`src/hw/wdt_sleep_defines.svh`:
```
// constants for the watchdog and sleep/wake block
// assumes byte addresses on a 32-bit Avalon-MM register bus
`ifndef WDT_SLEEP_DEFINES_SVH
`define WDT_SLEEP_DEFINES_SVH

// register byte offsets
`define OFF_CONFIG      4'h0
`define OFF_RESET_CAUSE 4'h4
`define OFF_SW_CONTROL  4'h8

// watchdog_config_byte fields
`define CFG_ENABLE_BIT  0
`define CFG_RATIO_LSB   1
`define CFG_RATIO_MSB   3

// reset_cause_control fields
`define RC_PD_BIT       3
`define RC_TO_BIT       4

// watchdog_software_control fields
`define SW_ENABLE_BIT   0
`define SW_CONTROL_RST  8'h00

// oscillator start-up: time in oscillator periods
`define CLK_PERIOD_NS   20
`define OST_OSC_PERIODS 1024
`define OST_TIME_NS     (`OST_OSC_PERIODS * `CLK_PERIOD_NS)
`define OST_CYCLES      (`OST_TIME_NS / `CLK_PERIOD_NS)

// default base watchdog period in watchdog oscillator ticks
`define WDT_BASE_TICKS  16'h0400

`endif

```
`src/hw/wdt_sleep_pkg.sv`:
```
// types shared by the watchdog and sleep/wake block
// assumes nothing beyond the defines header
package wdt_sleep_pkg;

  typedef enum logic [1:0] {
    ST_RUN,
    ST_SLEEP,
    ST_OSC_WAIT
  } state_type;

  // instruction events from the core
  typedef struct packed {
    logic        clrWdtInstr;
    logic        sleepInstr;
    logic        globalIntEnable;
    logic [20:0] pc;
  } core_req_type;

  // answers to the core
  typedef struct packed {
    logic        deviceReset;
    logic        resume;
    logic        branchToVector;
    logic [20:0] prefetchAddr;
  } core_ctl_type;

endpackage

```
`src/hw/wdt_sleep_ctrl.sv`:
```
// watchdog timer and power-down (sleep) control
// assumes a core that pulses clear-watchdog and sleep events for one
// cycle, a watchdog RC oscillator seen as a one-cycle tick, and an
// Avalon-MM master with waitrequest
// the watchdog oscillator tick is taken as already synchronous to
// core_clk; a free-running RC source needs a synchroniser and an
// edge detector in front of this block
// cfgByte is programmed once and treated as static while running
`timescale 1ns/10ps
`default_nettype none
`include "wdt_sleep_defines.svh"

module wdt_sleep_ctrl
  import wdt_sleep_pkg::*;
#(
  parameter logic [15:0] WDT_BASE_TICKS = `WDT_BASE_TICKS,
  parameter int          NUM_WAKE       = 13
) (
  input  wire logic                core_clk,
  input  wire logic                arst_n,
  input  wire logic [3:0]          avsAddress,
  input  wire logic                avsRead,
  input  wire logic                avsWrite,
  input  wire logic [31:0]         avsWriteData,
  input  wire logic [3:0]          avsByteEnable,
  output logic [31:0]              avsReadData,
  output logic                     avsWaitrequest,
  input  wire logic                wdtOscTick,
  input  wire logic [7:0]          cfgByte,
  input  wire logic                masterResetReq,
  input  wire logic                oscCrystalMode,
  input  wire core_req_type        coreReq,
  input  wire logic [NUM_WAKE-1:0] wakeFlags,
  input  wire logic [NUM_WAKE-1:0] wakeEnables,
  input  wire logic                clockedIntPending,
  output core_ctl_type             coreCtl,
  output logic                     mainOscEnable,
  output logic                     ioHold,
  output logic                     sleeping
);

  // power state
  state_type    state_r;
  state_type    state_nxt;

  // watchdog base count and postscaler count
  logic [15:0]  baseCnt_r;
  logic [15:0]  baseCnt_nxt;
  logic [6:0]   postCnt_r;
  logic [6:0]   postCnt_nxt;

  // oscillator start-up count
  logic [10:0]  ostCnt_r;

  // status, control and wake cause
  logic         swEnable_r;
  logic         timeoutN_r;
  logic         powerdownN_r;
  logic         wakeByInt_r;

  // register bus
  logic         ack_r;
  logic [31:0]  readData_r;

  // registered outputs to the core and the pins
  core_ctl_type coreCtl_r;
  logic         oscOn_r;
  logic         ioHold_r;

  // wake sources, one per clockless interrupt
  wire [NUM_WAKE-1:0] wakeHit;

  genvar gi;
  generate
    for (gi = 0; gi < NUM_WAKE; gi++) begin : g_wake
      assign wakeHit[gi] = wakeFlags[gi] & wakeEnables[gi];
    end
  endgenerate

  // global enable does not gate the wake path
  wire anyWake    = |wakeHit;
  wire anyPending = anyWake | clockedIntPending;

  // watchdog enable and postscaler selection; software cannot stop a
  // watchdog that the config byte forces on
  wire       cfgEnable = cfgByte[`CFG_ENABLE_BIT];
  wire [2:0] ratioSel  = cfgByte[`CFG_RATIO_MSB:`CFG_RATIO_LSB];
  wire       wdtRun    = cfgEnable | swEnable_r;

  // ratio 1:2^sel; the encoding is a choice of this block
  // 1:1 up to 1:128, so the last postscaler count fits seven bits
  wire [7:0] postDiv  = 8'h01 << ratioSel;
  wire [6:0] postLast = 7'(postDiv - 8'h01);

  // last values of both counts; the ratio is static, so no register
  wire baseLast = (baseCnt_r == 16'(WDT_BASE_TICKS - 16'h0001));
  wire postDone = (postCnt_r == postLast);

  // counts only on watchdog oscillator ticks, so it runs in sleep
  wire wdtStep  = wdtRun & wdtOscTick;
  wire expiry   = wdtStep & baseLast & postDone;

  // state decode
  wire inRun   = (state_r == ST_RUN);
  wire inSleep = (state_r == ST_SLEEP);
  wire inOsc   = (state_r == ST_OSC_WAIT);

  // sleep is a no-op when an enabled interrupt already waits; an expiry
  // or external reset in the same cycle wins, so no flag is touched by
  // a sleep that never happened
  wire sleepTaken = inRun & coreReq.sleepInstr & ~anyPending
                    & ~expiry & ~masterResetReq;
  wire clrTaken   = inRun & coreReq.clrWdtInstr;

  // any expiry outside sleep is a device reset, the start-up wait too
  wire wdtReset  = expiry & ~inSleep & ~masterResetReq;
  // an interrupt that comes after sleep was taken wakes at once
  wire wakeEvent = inSleep & ~masterResetReq
                   & (expiry | anyWake);
  // the start-up count runs from 0 to one below the delay
  wire ostDone   = inOsc & (ostCnt_r == 11'(`OST_CYCLES - 1));

  // resume straight away unless a crystal must restart
  // the start-up count needs the restarted main clock, hence a state
  wire wakeDone  = (wakeEvent & ~oscCrystalMode)
                   | (ostDone & ~masterResetReq);

  // counter clear leaves the ratio select untouched
  wire wdtClear  = clrTaken | sleepTaken | expiry;

  // watchdog counters
  // a clear beats a tick in the same cycle, so no count slips past it
  always_comb begin
    baseCnt_nxt = baseCnt_r;
    postCnt_nxt = postCnt_r;
    if (wdtClear) begin
      baseCnt_nxt = 16'h0000;
      postCnt_nxt = 7'h00;
    end else if (wdtStep) begin
      if (baseLast) begin
        baseCnt_nxt = 16'h0000;
        postCnt_nxt = 7'(postCnt_r + 7'h01);
      end else begin
        baseCnt_nxt = 16'(baseCnt_r + 16'h0001);
      end
    end
  end

  always_ff @(posedge core_clk or negedge arst_n) begin
    if (!arst_n) begin
      baseCnt_r <= 16'h0000;
      postCnt_r <= 7'h00;
    end else begin
      baseCnt_r <= baseCnt_nxt;
      postCnt_r <= postCnt_nxt;
    end
  end

  // power state sequence
  // external reset ends sleep and the start-up wait at once
  always_comb begin
    state_nxt = state_r;
    unique case (state_r)
      ST_RUN: begin
        if (sleepTaken) begin
          state_nxt = ST_SLEEP;
        end
      end
      ST_SLEEP: begin
        if (masterResetReq) begin
          state_nxt = ST_RUN;
        end else if (wakeEvent) begin
          state_nxt = oscCrystalMode ? ST_OSC_WAIT : ST_RUN;
        end
      end
      ST_OSC_WAIT: begin
        if (masterResetReq | ostDone) begin
          state_nxt = ST_RUN;
        end
      end
      default: begin
        state_nxt = ST_RUN;
      end
    endcase
  end

  always_ff @(posedge core_clk or negedge arst_n) begin
    if (!arst_n) begin
      state_r <= ST_RUN;
    end else begin
      state_r <= state_nxt;
    end
  end

  // start-up delay, counted on the restarted main clock
  always_ff @(posedge core_clk or negedge arst_n) begin
    if (!arst_n) begin
      ostCnt_r <= 11'h000;
    end else if (inOsc) begin
      ostCnt_r <= 11'(ostCnt_r + 11'h001);
    end else begin
      ostCnt_r <= 11'h000;
    end
  end

  // remember why sleep ended, for the vector branch
  // an expiry together with an interrupt counts as a watchdog wake
  always_ff @(posedge core_clk or negedge arst_n) begin
    if (!arst_n) begin
      wakeByInt_r <= 1'b0;
    end else if (wakeEvent) begin
      wakeByInt_r <= anyWake & ~expiry;
    end
  end

  // status flags; power-up is the async reset
  // expiry beats sleep; sleepTaken already excludes that cycle
  always_ff @(posedge core_clk or negedge arst_n) begin
    if (!arst_n) begin
      timeoutN_r   <= 1'b1;
      powerdownN_r <= 1'b1;
    end else begin
      if (expiry) begin
        timeoutN_r <= 1'b0;
      end else if (sleepTaken) begin
        timeoutN_r <= 1'b1;
      end
      if (sleepTaken) begin
        powerdownN_r <= 1'b0;
      end
    end
  end

  // pin hold and oscillator driver follow the next state
  // so that pins, oscillator and state move together; one flop each,
  // but no glitch reaches the pins
  always_ff @(posedge core_clk or negedge arst_n) begin
    if (!arst_n) begin
      oscOn_r  <= 1'b1;
      ioHold_r <= 1'b0;
    end else begin
      oscOn_r  <= (state_nxt != ST_SLEEP);
      ioHold_r <= (state_nxt != ST_RUN);
    end
  end

  // sleeping mirrors the oscillator driver, so one flop serves both
  assign mainOscEnable = oscOn_r;
  assign ioHold        = ioHold_r;
  assign sleeping      = ~oscOn_r;

  // cause as seen in the cycle that resumes
  wire wakeByIntNow = inSleep ? (anyWake & ~expiry) : wakeByInt_r;

  // core answers, all registered pulses except the address; the
  // prefetch address is a level that stands until the next sleep
  always_ff @(posedge core_clk or negedge arst_n) begin
    if (!arst_n) begin
      coreCtl_r <= '0;
    end else begin
      coreCtl_r.deviceReset    <= wdtReset | masterResetReq;
      coreCtl_r.resume         <= wakeDone;
      coreCtl_r.branchToVector <= wakeDone & wakeByIntNow
                                  & coreReq.globalIntEnable;
      if (coreReq.sleepInstr) begin
        coreCtl_r.prefetchAddr <= 21'(coreReq.pc + 21'h00_0002);
      end
    end
  end

  assign coreCtl = coreCtl_r;

  // register bus: one wait cycle, answer on the second; ack toggles,
  // so back-to-back requests each see exactly one wait cycle
  wire busReq  = avsRead | avsWrite;
  wire busDone = busReq & ack_r;
  wire hitCfg  = (avsAddress == `OFF_CONFIG);
  wire hitRc   = (avsAddress == `OFF_RESET_CAUSE);
  wire hitSw   = (avsAddress == `OFF_SW_CONTROL);
  wire swWrite = avsWrite & busDone & hitSw & avsByteEnable[0];

  assign avsWaitrequest = busReq & ~ack_r;

  // unused bits and unmapped words read as zero
  // reset cause word: timeout flag at bit 4, powerdown flag at bit 3
  wire [31:0] cfgWord = {28'h000_0000, cfgByte[3:0]};
  wire [31:0] rcWord  = {27'h000_0000, timeoutN_r,
                         powerdownN_r, 3'h0};
  wire [31:0] swWord  = {31'h0000_0000, swEnable_r};
  wire [31:0] rdMux   = hitCfg ? cfgWord :
                        hitRc  ? rcWord  :
                        hitSw  ? swWord  : 32'h0000_0000;

  // read data captured in the wait cycle, held until the next read
  always_ff @(posedge core_clk or negedge arst_n) begin
    if (!arst_n) begin
      ack_r      <= 1'b0;
      readData_r <= 32'h0000_0000;
    end else begin
      ack_r <= busReq & ~ack_r;
      if (avsRead & ~ack_r) begin
        readData_r <= rdMux;
      end
    end
  end

  assign avsReadData = readData_r;

  // software enable; only bit 0 is writable
  // a write with lane 0 off changes nothing
  always_ff @(posedge core_clk or negedge arst_n) begin
    if (!arst_n) begin
      swEnable_r <= 1'(`SW_CONTROL_RST);
    end else if (swWrite) begin
      swEnable_r <= avsWriteData[`SW_ENABLE_BIT];
    end
  end

endmodule

`default_nettype wire

```
`config.mk`:
```
export PLATFORM = sky130hd
export DESIGN_NAME = wdt_sleep_ctrl
export DESIGN_NICKNAME = d
export VERILOG_FILES = /design/src/hw/wdt_sleep_pkg.sv /design/src/hw/wdt_sleep_ctrl.sv
export VERILOG_INCLUDE_DIRS = /design/src /design/src/hw
export SDC_FILE = /design/constraint.sdc
export NUM_CORES = 1
export LEC_CHECK = 0
export BUFFER_PORTS_ARGS = -buffer_cell sky130_fd_sc_hd__clkbuf_2
export CAP_MARGIN = 15
export CORE_MARGIN = 2
export CORE_UTILIZATION = 25
export CTS_CLUSTER_DIAMETER = 50
export DETAILED_ROUTE_END_ITERATION = 12
export PLACE_DENSITY_LB_ADDON = 0.25
export SYNTH_ARGS = -nofsm -noshare
export SYNTH_HDL_FRONTEND = slang
export SYNTH_SLANG_ARGS = --single-unit
export TNS_END_PERCENT = 30
```
`constraint.sdc`:
```
create_clock -name core_clk -period 1.9 [get_ports core_clk]
set_input_delay 0.285 -clock core_clk [delete_from_list [all_inputs] [get_ports core_clk]]
set_output_delay 0.285 -clock core_clk [all_outputs]
set_load 0.05 [all_outputs]
```
======== Yosys cells after proc, flatten, opt, wreduce, memory -nomap -nowiden ========
Cells that the tools add are included.
word-level totals
  input bits .............................. 106
  register bits after elaboration ......... 99
  output and inout bits ................... 60
operators by class
  add/subtract/negate cells ............... 5
  bitwise logic cells ..................... 53
  shifts and indexed selects .............. 1
  reduce and logical (&&, ||, !) cells .... 8
  mux-type cells .......................... 19
  eq/ne operators ......................... 8
operators by type and width
  kind                     count
  $mux W16                 3
  $and A1 B1 Y1            37
  $add A21 B2 Y21 const B  1
  $mux W7                  3
  $add A16 B1 Y16 const B  1
  $eq A16 B10 Y1 const B   1
  $reduce_or A13 Y1        1
  $add A11 B1 Y11 const B  1
  $eq A11 B10 Y1 const B   1
  $mux W11                 1
  $mux W2                  5
  $mux W5                  2
  $or A1 B1 Y1             9
  $reduce_bool A2 Y1       4
  $add A7 B1 Y7 const B    1
  $eq A7 B7 Y1             1
  $not A1 Y1               7
  $shl A1 B3 Y7 const A    1
  $sub A7 B1 Y7 const B    1
  $pmux W2 S3              1
  $eq A4 B3 Y1 const B     1
  $eq A4 B4 Y1 const B     1
  $logic_not A4 Y1         1
  $mux W1                  4
  other kinds (5)          5

======== Depth between registers and ports, before layout ========
Gate-level depths: netlist of run 1.
  depth in word-level cells ............... 11
  gate-level depth with buffers ........... 8

======== Worst setup path before layout of run 1 ========
No wires, ideal clock.
  kind .................................... reg-to-reg
  from .................................... register baseCnt_r[10]
  to ...................................... register postCnt_r[2]
  data arrival time ....................... 2.001 ns
  required time ........................... 1.813 ns
  clock period less this slack ............ 2.088 ns
  library setup time ...................... 0.087 ns
  cell stages (with the launch flop) ...... 6
  setup slack ............................. -0.188 ns
  path buffers ............................ 0
  cell sequence ........................... dfrtp_1 -> or4_4 -> nor4_4 -> a21oi_2 -> a211o_1 -> a211oi_2
between the ends
  longest elaborated chain between the ends .. 10
  elaborated cells between the ends (all ways) .. 12
  those cells by class .................... eq/ne (1); mux (1); bitwise (7); reduce/logical (3)
ends and longest elaborated chain
  what                                 RTL line               text
  from (decl)                          wdt_sleep_ctrl.sv:47   logic [15:0] baseCnt_r;
  from (signal assigned)               wdt_sleep_ctrl.sv:154  baseCnt_r <= baseCnt_nxt;
  $eq A16 B10 Y1 *                     wdt_sleep_ctrl.sv:96   wire baseLast = (baseCnt_r == 16'(WDT_BASE_TICKS - 16'h0001));
  $and A1 B1 Y1 (2 in series)          wdt_sleep_ctrl.sv:101  wire expiry = wdtStep & baseLast & postDone;
  $not A1 Y1                           wdt_sleep_ctrl.sv:112  & ~expiry & ~masterResetReq;
  $and A1 B1 Y1 (2 in series)          wdt_sleep_ctrl.sv:112
  $or A1 B1 Y1 (2 in series)           wdt_sleep_ctrl.sv:129  wire wdtClear = clrTaken | sleepTaken | expiry;
  $reduce_bool A2 Y1 (no source line)  --
  $reduce_and A2 Y1 (no source line)   --
  to (signal assigned)                 wdt_sleep_ctrl.sv:155  postCnt_r <= postCnt_nxt;
  to (decl)                            wdt_sleep_ctrl.sv:49   logic [6:0] postCnt_r;
Every way passes the cells marked *; elsewhere a longest branch is shown, timed or not.
A chain may end at the register's enable or synchronous reset.

======== Final worst setup path of run 1 ========
  from .................................... register baseCnt_r[13]
  to ...................................... register postCnt_r[0]
The elaborated chain is that of the path after synthesis.

==> results of run 1 <==
==> repair_timing <==
item	4_1_cts	5_1_grt
cloned	1	0
pin swaps	0	2
hold buffers	1	0
endpoints found under the hold margin	24	0
gates resized for setup	1	9
setup endpoints to repair	27	31
buffers inserted	0	2
==> flip-flops by register name (all words and copies together), names as in the netlist <==
register and flops:
ioHold 1, mainOscEnable 1, postCnt_r 7, coreCtl 24, avsReadData 5, timeoutN_r 1, wakeByInt_r 1, powerdownN_r 1
baseCnt_r 16, state_r 2, swEnable_r 1, ostCnt_r 11, ack_r 1
==> path summary, 6_finish.rpt <==
kind | slack, ns | start | to | depth (start not counted)
setup / recovery | -0.07 | baseCnt_r[13] | postCnt_r[0] | 6
setup reg to reg | -0.07 | baseCnt_r[13] | postCnt_r[0] | 6
hold reg to reg | 0.46 | powerdownN_r | powerdownN_r | 1
min in group asynchronous | 0.39 | arst_n | ostCnt_r[1] | 2
hold / removal | 0.17 | coreReq[1] | coreCtl[1] | 2
max in group asynchronous | 0.87 | arst_n | powerdownN_r | 3
==> metal layers <==
metal / vias up / GRT usage (%) / wire length, um
met5: - / 0 / 0
met4: 0 / 3.92 / 143
met3: 10 / 4.39 / 751
met2: 102 / 21.1 / 5340
met1: 1840 / 15.2 / 4830
li1: 1911 / - / -
==> cell type report <==
cell class | count | area, um2
Clock buffer | 11 | 243
Fill cell | 1746 | 10900
Sequential cell | 72 | 1810
Multi-Input combinational cell | 357 | 2280
Tap cell | 220 | 275
Inverter | 13 | 48.8
Clock inverter | 5 | 63.8
Timing Repair Buffer | 163 | 998
==> critical path, cell delays in order, from the launching register on <==
cell and delay (ns):
dfrtp_1 0.38, or4_4 0.57, nor4_4 0.21, buf_4 0.20, o211ai_4 0.11, nor2_4 0.26, o31ai_2 0.12
==> cell usage after synthesis (2+ instances only) <==
| master | n | share of area [%] |
|---|---|---|
| o21a_1 | 3 | 0.53 |
| ha_1 | 4 | 1.2 |
| inv_1 | 12 | 1.1 |
| o31ai_1 | 4 | 0.70 |
| nand3_1 | 31 | 3.6 |
| or2_1 | 2 | 0.29 |
| nor2_1 | 52 | 4.6 |
| and3_1 | 5 | 0.73 |
| o21ai_0 | 5 | 0.59 |
| xor2_1 | 14 | 2.9 |
| mux2_2 | 3 | 0.79 |
| buf_1 | 4 | 0.35 |
| dfstp_2 | 3 | 1.8 |
| nor2b_1 | 3 | 0.44 |
| nor3_1 | 9 | 1.1 |
| a211oi_1 | 9 | 1.6 |
| clkbuf_1 | 15 | 1.3 |
| nor3b_1 | 2 | 0.35 |
| nand2b_1 | 6 | 0.88 |
| or4_1 | 4 | 0.70 |
| mux2i_1 | 15 | 3.5 |
| nor4_1 | 3 | 0.44 |
| o211ai_1 | 4 | 0.70 |
| buf_4 | 27 | 4.7 |
| dfrtp_1 | 69 | 40 |
| a211o_1 | 3 | 0.62 |
| a21oi_1 | 34 | 4.0 |
| a22oi_1 | 8 | 1.4 |
| nand2_1 | 28 | 2.5 |
| o2111ai_1 | 5 | 1.0 |
| nand4_1 | 12 | 1.8 |
| a211oi_2 | 2 | 0.59 |
| or3_1 | 2 | 0.29 |
| o31ai_2 | 2 | 0.59 |
| buf_2 | 2 | 0.23 |
| xnor2_1 | 16 | 3.3 |
| nand3b_1 | 11 | 1.9 |
| a21o_1 | 2 | 0.35 |
==> per-stage QoR <==
stage	area, um2	setup slack, ns
final	5710	-0.0683
after detailed placement	5330	-0.100
after global routing	5710	-0.191
after CTS	5670	-0.105
after floorplan	4400	-0.0554
after global placement	5330	-0.0660
==> cell families (layout without fill, tap and decap cells) <==
family                     after synthesis  in the layout  share of synthesized area [%]
DFF                                     72             72                           42.3
xor gates and xnor gates                30             30                           6.15
other                                    1             27                         0.0878
AOI/OAI and AO/OA                       95             96                           15.8
buffers and inverters                   62            192                           8.05
and+or+nand+nor                        182            182                           22.2
adders and majority gates                4              4                           1.17
muxes                                   18             18                           4.30
==> power by group <==
part | leakage [nW] | switching [W] | total [W] | internal, W
clock | 0.147 | 0.000691 | 0.00176 | 0.00106
sequential | 0.929 | 0.0000410 | 0.00164 | 0.00160
combinational | 1.42 | 0.000557 | 0.000782 | 0.000226
==> impl_metrics.yaml, run 1 <==
final_layout:
  n_antenna_cell: 0
  area.growth.synth_to_final_pct: 33.7
  postLayoutCoreUtil_pct: 34.3
  final_cell_count_no_fill: 841
  layout.cells.most_common: "clkbuf_2"
  nNetsFinal: 726
  layout_common_cells: "clkbuf_2, dfrtp_1, buf_4, nor2_1, nand3_1"
  layout-drive-gt1-share_pct: 33.3
power:
  fin_total_pwr_w: 0.00418
  ir_worst_vdd_mv: 0.399
  p_per_area_mw_per_mm2: 732
  power.leakage_nw: 2.50
clocking:
  clock_sink_count: 72
  clkSlewWorstSetupHoldPaths_ns: 0.06
  clk_root_buffer_cell: "clkbuf_16"
  cts-htree-levels: 3
  number_of_buffers_created_by_cts: 9
  worstSkewPairLatency_ns: 0.34
  cts_buffer_depth: 2
  tritoncts_clock_tree: "built"
routing:
  postRouteAntennaNets: 0
  drc_errors: 0
  viasPerCell: 4.59
  vias: 3863
  routed_wl_um: 11100
  drt_iter0_markers: 165
  wl_per_cell_um: 13.2
  detail_route.first_pass.iterations: 4
global_routing:
  number_of_global_route_vias_before_repair: 3900
  antenna_found_initial: 0
  grt_util_all_layers_pct: 12.6
  grt_first_pass_wirelength_um: 18500
  gr-total-overflow: 0
  pin_count_of_the_biggest_net_entering_global_routing: 49
worst_setup_path:
  crit_path_max_fanout: 7
  worst-setup-path-type: "register to register"
  critPathLaunchType: "register"
  cp_data_arrival_time_ns: 2.18
  cp_data_required_time_ns: 2.11
  cp-end-kind: "register"
timing:
  fmax_ghz: 0.508
  layout_min_cycle_time_ns: 1.97
  tightest_slew_ns: 0.507
  timing.hold.ws_ns: 0.171
  finalHoldViolations: 0
  final_layout_setup_total_negative_slack_ns: -0.407
  worst_slack_ns: -0.0683
  drv_slew: 0
  finalSetupViolations: 13
  post-route-period-util_pct: 104
  rsz_0062_raised_after_global_routing: "true"
  fin_worst_skew_ns: 0.00732
  max_slew_margin_pct: 66.2
floorplanning:
  start_util_pct: 25.7
  die-width_um: 135
  die_ar_mm2: 0.0182
  die-height_um: 135
  core_mm2: 0.0166
  io-pin-count: 166
  core.rowCount: 47
placement:
  routabilityCongestion: 0.802
  hpwl_um: 8400
  placedCellCount: 821
  placement.io_buffers: 100
run_status:
  failed_checks: "setup timing"
  run_status: "finished with violations"
logic_synthesis:
  yosysWarningCount: 0
  ys_seq_area_share_pct: 42.3
  syn_area_mm2: 0.00427
  syn-mean-instance-area_um2: 9.21
  synth_top_flop_cell: "dfrtp_1"
  synth_enable_flop_cells: 0
  number_of_distinct_library_cells_after_synthesis: 67
  synth_seq_cells: 72
  synthCells: 464
  synthArstFlopShare_pct: 100
hold_path:
  hold_path.class: "input port to register"
flow_run:
  maximum_capacitance_violations: 0
(Power assumes the default switching activity.)
==> run 2: changes to the inputs <==
--- a/config.mk
+++ b/config.mk
@@ -12,7 +12,7 @@
 export CORE_UTILIZATION = 25
 export CTS_CLUSTER_DIAMETER = 50
 export DETAILED_ROUTE_END_ITERATION = 12
-export PLACE_DENSITY_LB_ADDON = 0.25
+export PLACE_DENSITY = 0.47
 export SYNTH_ARGS = -nofsm -noshare
 export SYNTH_HDL_FRONTEND = slang
 export SYNTH_SLANG_ARGS = --single-unit
==> impl_metrics.yaml, run 2 (synthesis gave the netlist of run 1 again) <==
run_status:
  run_status: "finished with violations"
  failed_checks: "setup timing"
worst_setup_path:
  end_of_the_critical_path: "postCnt_r[0]"
  critPathLaunchType: "register"
  regToRegSetupSlack_ns: -0.06
  cp-end-kind: "register"
  r2r-end: "postCnt_r[0]"
  worst_path_dominant_cell_family: "simple AND/OR/NAND/NOR gates"
  cp_data_required_time_ns: 2.12
  critical-path-max-stage-delay_ns: 0.56
  cp_num_buf_inv: 1
  cp_data_arrival_time_ns: 2.18
  worst_setup_path_startpoint: "baseCnt_r[13]"
  worst-setup-path-type: "register to register"
  crit_path_max_fanout: 7
  crit_chain: "or4_4 -> nor4_4 -> buf_4 -> o211ai_4 -> nor2_4 -> o31ai_2"
  cp.depth: 6
  ff_to_ff_start: "baseCnt_r[13]"
  reg2reg_depth: 6
  timing.critical_path.slowest_stage_cell: "or4_4"
floorplanning:
  die_ar_mm2: 0.0182
  core_mm2: 0.0166
  io-pin-count: 166
  core.rowCount: 47
  die-height_um: 135
  start_util_pct: 25.7
  die-width_um: 135
final_layout:
  final_cell_count_no_fill: 838
  layout_common_cells: "clkbuf_2, dfrtp_1, buf_4, nor2_1"
  final_cell_area_mm2: 0.00581
  nNetsFinal: 723
  n_antenna_cell: 0
  area.growth.synth_to_final_pct: 36.0
  layout.cells.most_common: "clkbuf_2"
  number_of_flip_flops_in_the_largest_register: 24
  layout-drive-gt1-share_pct: 34.6
power:
  p_per_area_mw_per_mm2: 728
  clock_power_share_pct: 42.5
  ir_worst_vdd_mv: 0.468
  comb_power_share_pct: 18.7
  switchingPower_w: 0.00130
  flop_pwr_share_pct: 38.8
  switching_power_as_a_share_of_total_power_pct: 30.8
  cell_internal_pwr_w: 0.00293
  power.leakage_nw: 2.53
  fin_total_pwr_w: 0.00423
timing:
  fin_worst_skew_ns: 0.00987
  worst_slack_ns: -0.0629
  finalHoldViolations: 0
  tightest_slew_ns: 0.547
  max_slew_margin_pct: 63.5
  finalSetupViolations: 13
  fmax_ghz: 0.509
  post-route-period-util_pct: 103
  final_layout_setup_total_negative_slack_ns: -0.422
  layout_min_cycle_time_ns: 1.96
  rsz_0062_raised_after_global_routing: "true"
  drv_slew: 0
routing:
  vias: 3916
  drt_iter0_markers: 157
  postRouteAntennaNets: 0
  drc_errors: 0
  viasPerCell: 4.67
  routed_wl_um: 11400
  detail_route.first_pass.iterations: 4
  wl_per_cell_um: 13.6
clocking:
  clock_sink_count: 72
  cts_buffer_depth: 2
  worstSkewPairLatency_ns: 0.35
  clk_root_buffer_cell: "clkbuf_16"
  cts-htree-levels: 3
  clkSlewWorstSetupHoldPaths_ns: 0.06
  tritoncts_clock_tree: "built"
  number_of_buffers_created_by_cts: 9
placement:
  placement.io_buffers: 100
  placement.setup.worst_slack_ns: -0.139
  hpwl_um: 8420
  routabilityCongestion: 0.782
  placed_cell_areas_mm2: 0.00531
  placedCellCount: 816
global_routing:
  grt_first_pass_wirelength_um: 18600
  number_of_global_route_vias_before_repair: 3922
  gr-total-overflow: 0
  grt_util_all_layers_pct: 12.8
  pin_count_of_the_biggest_net_entering_global_routing: 41
  antenna_found_initial: 1
hold_path:
  hold_path.class: "input port to register"
flow_run:
  maximum_capacitance_violations: 0
-- run 2: repair_timing --
action                     CTS  global route
gates resized for setup      5            16
gates cloned                 1             2
hold endpoints to repair    37             0
pin swaps                   10             2
setup endpoints to repair   17            31
setup buffers                0             2
hold buffers                 1             0
-- run 2: how the worst min path moves through the flow --
| stage | from | end | slack [ns] | depth (start not counted) |
|---|---|---|---|---|
| final | coreReq[0] | coreCtl[0] | 0.17 | 2 |
| after CTS | coreReq[0] | coreCtl[0] | 0.16 | 2 |
| after global placement | arst_n | coreCtl[14] | 0.31 | 1 |
| after global routing | coreReq[0] | coreCtl[0] | 0.17 | 2 |
| after detailed placement | arst_n | coreCtl[14] | 0.31 | 1 |
| after floorplan | arst_n | ack_r | -0.01 | 0 |
-- run 2: through the flow --
| stage | util (%) | hold slack, ns |
|---|---|---|
| floorplan | - | -0.0106 |
| global placement | 31.9 | 0.308 |
| detailed placement | 31.9 | 0.313 |
| CTS | 34.0 | 0.161 |
| global route | 34.9 | 0.171 |
| finish | 34.9 | 0.171 |
-- run 2: layer usage --
metal  part of all wire, %  global-route usage, %
met1                    44                   15.8
met2                    48                   20.7
met3                   6.6                   4.28
met4                   1.1                   4.74
met5                     0                      0
-- run 2: worst reg2reg max path, delay by kind of cell (launching register included) --
| family | cells | cell delay [ns] |
|---|---|---|
| buffers and inverters | 1 | 0.21 |
| DFF | 1 | 0.39 |
| and+or+nand+nor | 3 | 1.01 |
| AOI/OAI and AO/OA | 2 | 0.24 |
-- run 2: area by class of cell --
cell class                      instances  area, um2
Clock buffer                           11        253
Clock inverter                          5       63.8
Fill cell                            1746      10800
Inverter                               13       48.8
Multi-Input combinational cell        357       2340
Sequential cell                        72       1810
Tap cell                              220        275
Timing Repair Buffer                  160       1020
-- run 2: power by group through the flow --
| stage | clock network [W] | registers [W] | logic (W) |
|---|---|---|---|
| 2_1_floorplan | 0 | 0.00184 | 0.000379 |
| 3_3_place_gp | 0 | 0.00167 | 0.000775 |
| 6_report | 0.00180 | 0.00164 | 0.000789 |
| 5_1_grt | 0.00192 | 0.00165 | 0.000854 |
| 4_1_cts | 0.00185 | 0.00164 | 0.000789 |
| 3_5_place_dp | 0 | 0.00167 | 0.000783 |
==> run 3: changes to the inputs <==
--- a/config.mk
+++ b/config.mk
@@ -13,6 +13,7 @@
 export CTS_CLUSTER_DIAMETER = 50
 export DETAILED_ROUTE_END_ITERATION = 12
 export PLACE_DENSITY = 0.47
+export SKIP_CTS_REPAIR_TIMING = 1
 export SYNTH_ARGS = -nofsm -noshare
 export SYNTH_HDL_FRONTEND = slang
 export SYNTH_SLANG_ARGS = --single-unit
==> impl_metrics.yaml, run 3 (synthesis gave the netlist of run 1 again) <==
clocking:
  clock_sink_count: 72
  clkSlewWorstSetupHoldPaths_ns: 0.06
  tritoncts_clock_tree: "built"
  number_of_buffers_created_by_cts: 9
  clk_root_buffer_cell: "clkbuf_16"
  worstSkewPairLatency_ns: 0.34
  cts-htree-levels: 3
  cts_buffer_depth: 2
routing:
  drc_errors: 0
  routed_wl_um: 11200
  drt_iter0_markers: 144
  wl_per_cell_um: 13.4
  vias: 3886
  postRouteAntennaNets: 0
  detail_route.first_pass.iterations: 4
  viasPerCell: 4.65
final_layout:
  final_cell_area_mm2: 0.00573
  layout_common_cells: "clkbuf_2, dfrtp_1, buf_4, nor2_1, nand3_1"
  sequential_cell_area_mm2: 0.00181
  n_fill_cell: 1752
  layout.cells.most_common: "clkbuf_2"
  final_cell_count_no_fill: 835
  postLayoutCoreUtil_pct: 34.5
  area_taken_by_multi_input_logic_gates_mm2: 0.00233
  nNetsFinal: 720
  n_antenna_cell: 0
  area.growth.synth_to_final_pct: 34.2
  layout-drive-gt1-share_pct: 34.0
  number_of_flip_flops_in_the_largest_register: 24
floorplanning:
  core_mm2: 0.0166
  die-height_um: 135
  io-pin-count: 166
  core.rowCount: 47
  die-width_um: 135
  start_util_pct: 25.7
  die_ar_mm2: 0.0182
worst_setup_path:
  regToRegSetupSlack_ns: -0.06
  cp_data_required_time_ns: 2.12
  crit_path_max_fanout: 7
  cp_data_arrival_time_ns: 2.18
  critPathLaunchType: "register"
  r2r-end: "postCnt_r[0]"
  cp-end-kind: "register"
  reg2reg_depth: 6
  ff_to_ff_start: "baseCnt_r[13]"
  worst-setup-path-type: "register to register"
timing:
  tightest_slew_ns: 0.546
  rsz_0062_raised_after_global_routing: "true"
  finalSetupViolations: 12
  post-route-period-util_pct: 103
  max_slew_margin_pct: 63.6
  finalHoldViolations: 0
  fmax_ghz: 0.509
  fin_worst_skew_ns: 0.00968
  worst_slack_ns: -0.0644
  layout_min_cycle_time_ns: 1.96
  final_layout_setup_total_negative_slack_ns: -0.410
  drv_slew: 0
placement:
  placedCellCount: 816
  placement.io_buffers: 100
  hpwl_um: 8420
  routabilityCongestion: 0.782
  placed_cell_areas_mm2: 0.00531
global_routing:
  pin_count_of_the_biggest_net_entering_global_routing: 41
  grt_first_pass_wirelength_um: 18500
  gr-total-overflow: 0
  antenna_found_initial: 1
  number_of_global_route_vias_before_repair: 3899
  grt_util_all_layers_pct: 12.7
power:
  flop_pwr_share_pct: 38.8
  ir_worst_vdd_mv: 0.468
  clock_power_share_pct: 42.5
  power.leakage_nw: 2.49
  comb_power_share_pct: 18.7
  switching_power_as_a_share_of_total_power_pct: 30.7
  p_per_area_mw_per_mm2: 737
  cell_internal_pwr_w: 0.00293
  switchingPower_w: 0.00130
  fin_total_pwr_w: 0.00423
hold_path:
  hold_path.class: "input port to register"
  hold-path-cell-count: 2
  whs_endpoint: "coreCtl[0]"
  min-delay-start: "coreReq[0]"
flow_run:
  maximum_capacitance_violations: 0
run_status:
  failed_checks: "setup timing"
  run_status: "finished with violations"
-- run 3: changes by cell type in the layout (fill, tap and decap cells not counted), sizes merged --
cell    change
clkbuf      -2
buf         -1
-- run 3: final cells by class --
type / count / area share (%)
tap: 220 / 4.80
inverter: 13 / 0.851
sequential: 72 / 31.5
clock buffer: 11 / 4.41
clock inverter: 5 / 1.11
timing repair buffer: 157 / 16.8
multi-input combinational: 357 / 40.6
-- run 3: worst max path at each step --
stage	start	to	slack (ns)
2_1_floorplan	baseCnt_r[13]	postCnt_r[1]	-0.06
3_3_place_gp	cfgByte[1]	coreCtl[21]	-0.11
3_5_place_dp	wakeFlags[0]	baseCnt_r[7]	-0.14
4_1_cts	baseCnt_r[13]	coreCtl[21]	-0.12
5_1_grt	baseCnt_r[13]	powerdownN_r	-0.13
6_report	baseCnt_r[13]	postCnt_r[0]	-0.06
-- run 3: worst max-delay path: stages (launching register included) --
cell	delay, ns
dfrtp_1	0.39
or4_4	0.56
nor4_4	0.20
buf_4	0.21
o211ai_4	0.12
nor2_4	0.25
o31ai_2	0.11
-- run 3: per-stage QoR --
| stage | hold WS, ns | setup WS (ns) |
|---|---|---|
| after floorplan | -0.0106 | -0.0554 |
| after global placement | 0.308 | -0.110 |
| after detailed placement | 0.313 | -0.139 |
| after CTS | -0.0638 | -0.116 |
| after global routing | 0.171 | -0.133 |
| final | 0.173 | -0.0644 |
-- run 3: routing by layer --
| layer | wire length, um | up-vias | track usage, % | part of all wire (%) |
|---|---|---|---|---|
| li1 | - | 1909 | - | - |
| met3 | 719 | 11 | 4.28 | 6.4 |
| met4 | 171 | 0 | 4.74 | 1.5 |
| met5 | 0 | - | 0 | 0 |
| met2 | 5290 | 91 | 20.5 | 47 |
| met1 | 5010 | 1875 | 15.7 | 45 |
-- run 3: power groups by stage --
stage          Sequential, W  Clock [W]  Combinational, W
2_1_floorplan        0.00184          0          0.000379
3_3_place_gp         0.00167          0          0.000775
3_5_place_dp         0.00167          0          0.000783
4_1_cts              0.00164    0.00185          0.000784
5_1_grt              0.00165    0.00192          0.000854
6_report             0.00164    0.00180          0.000789
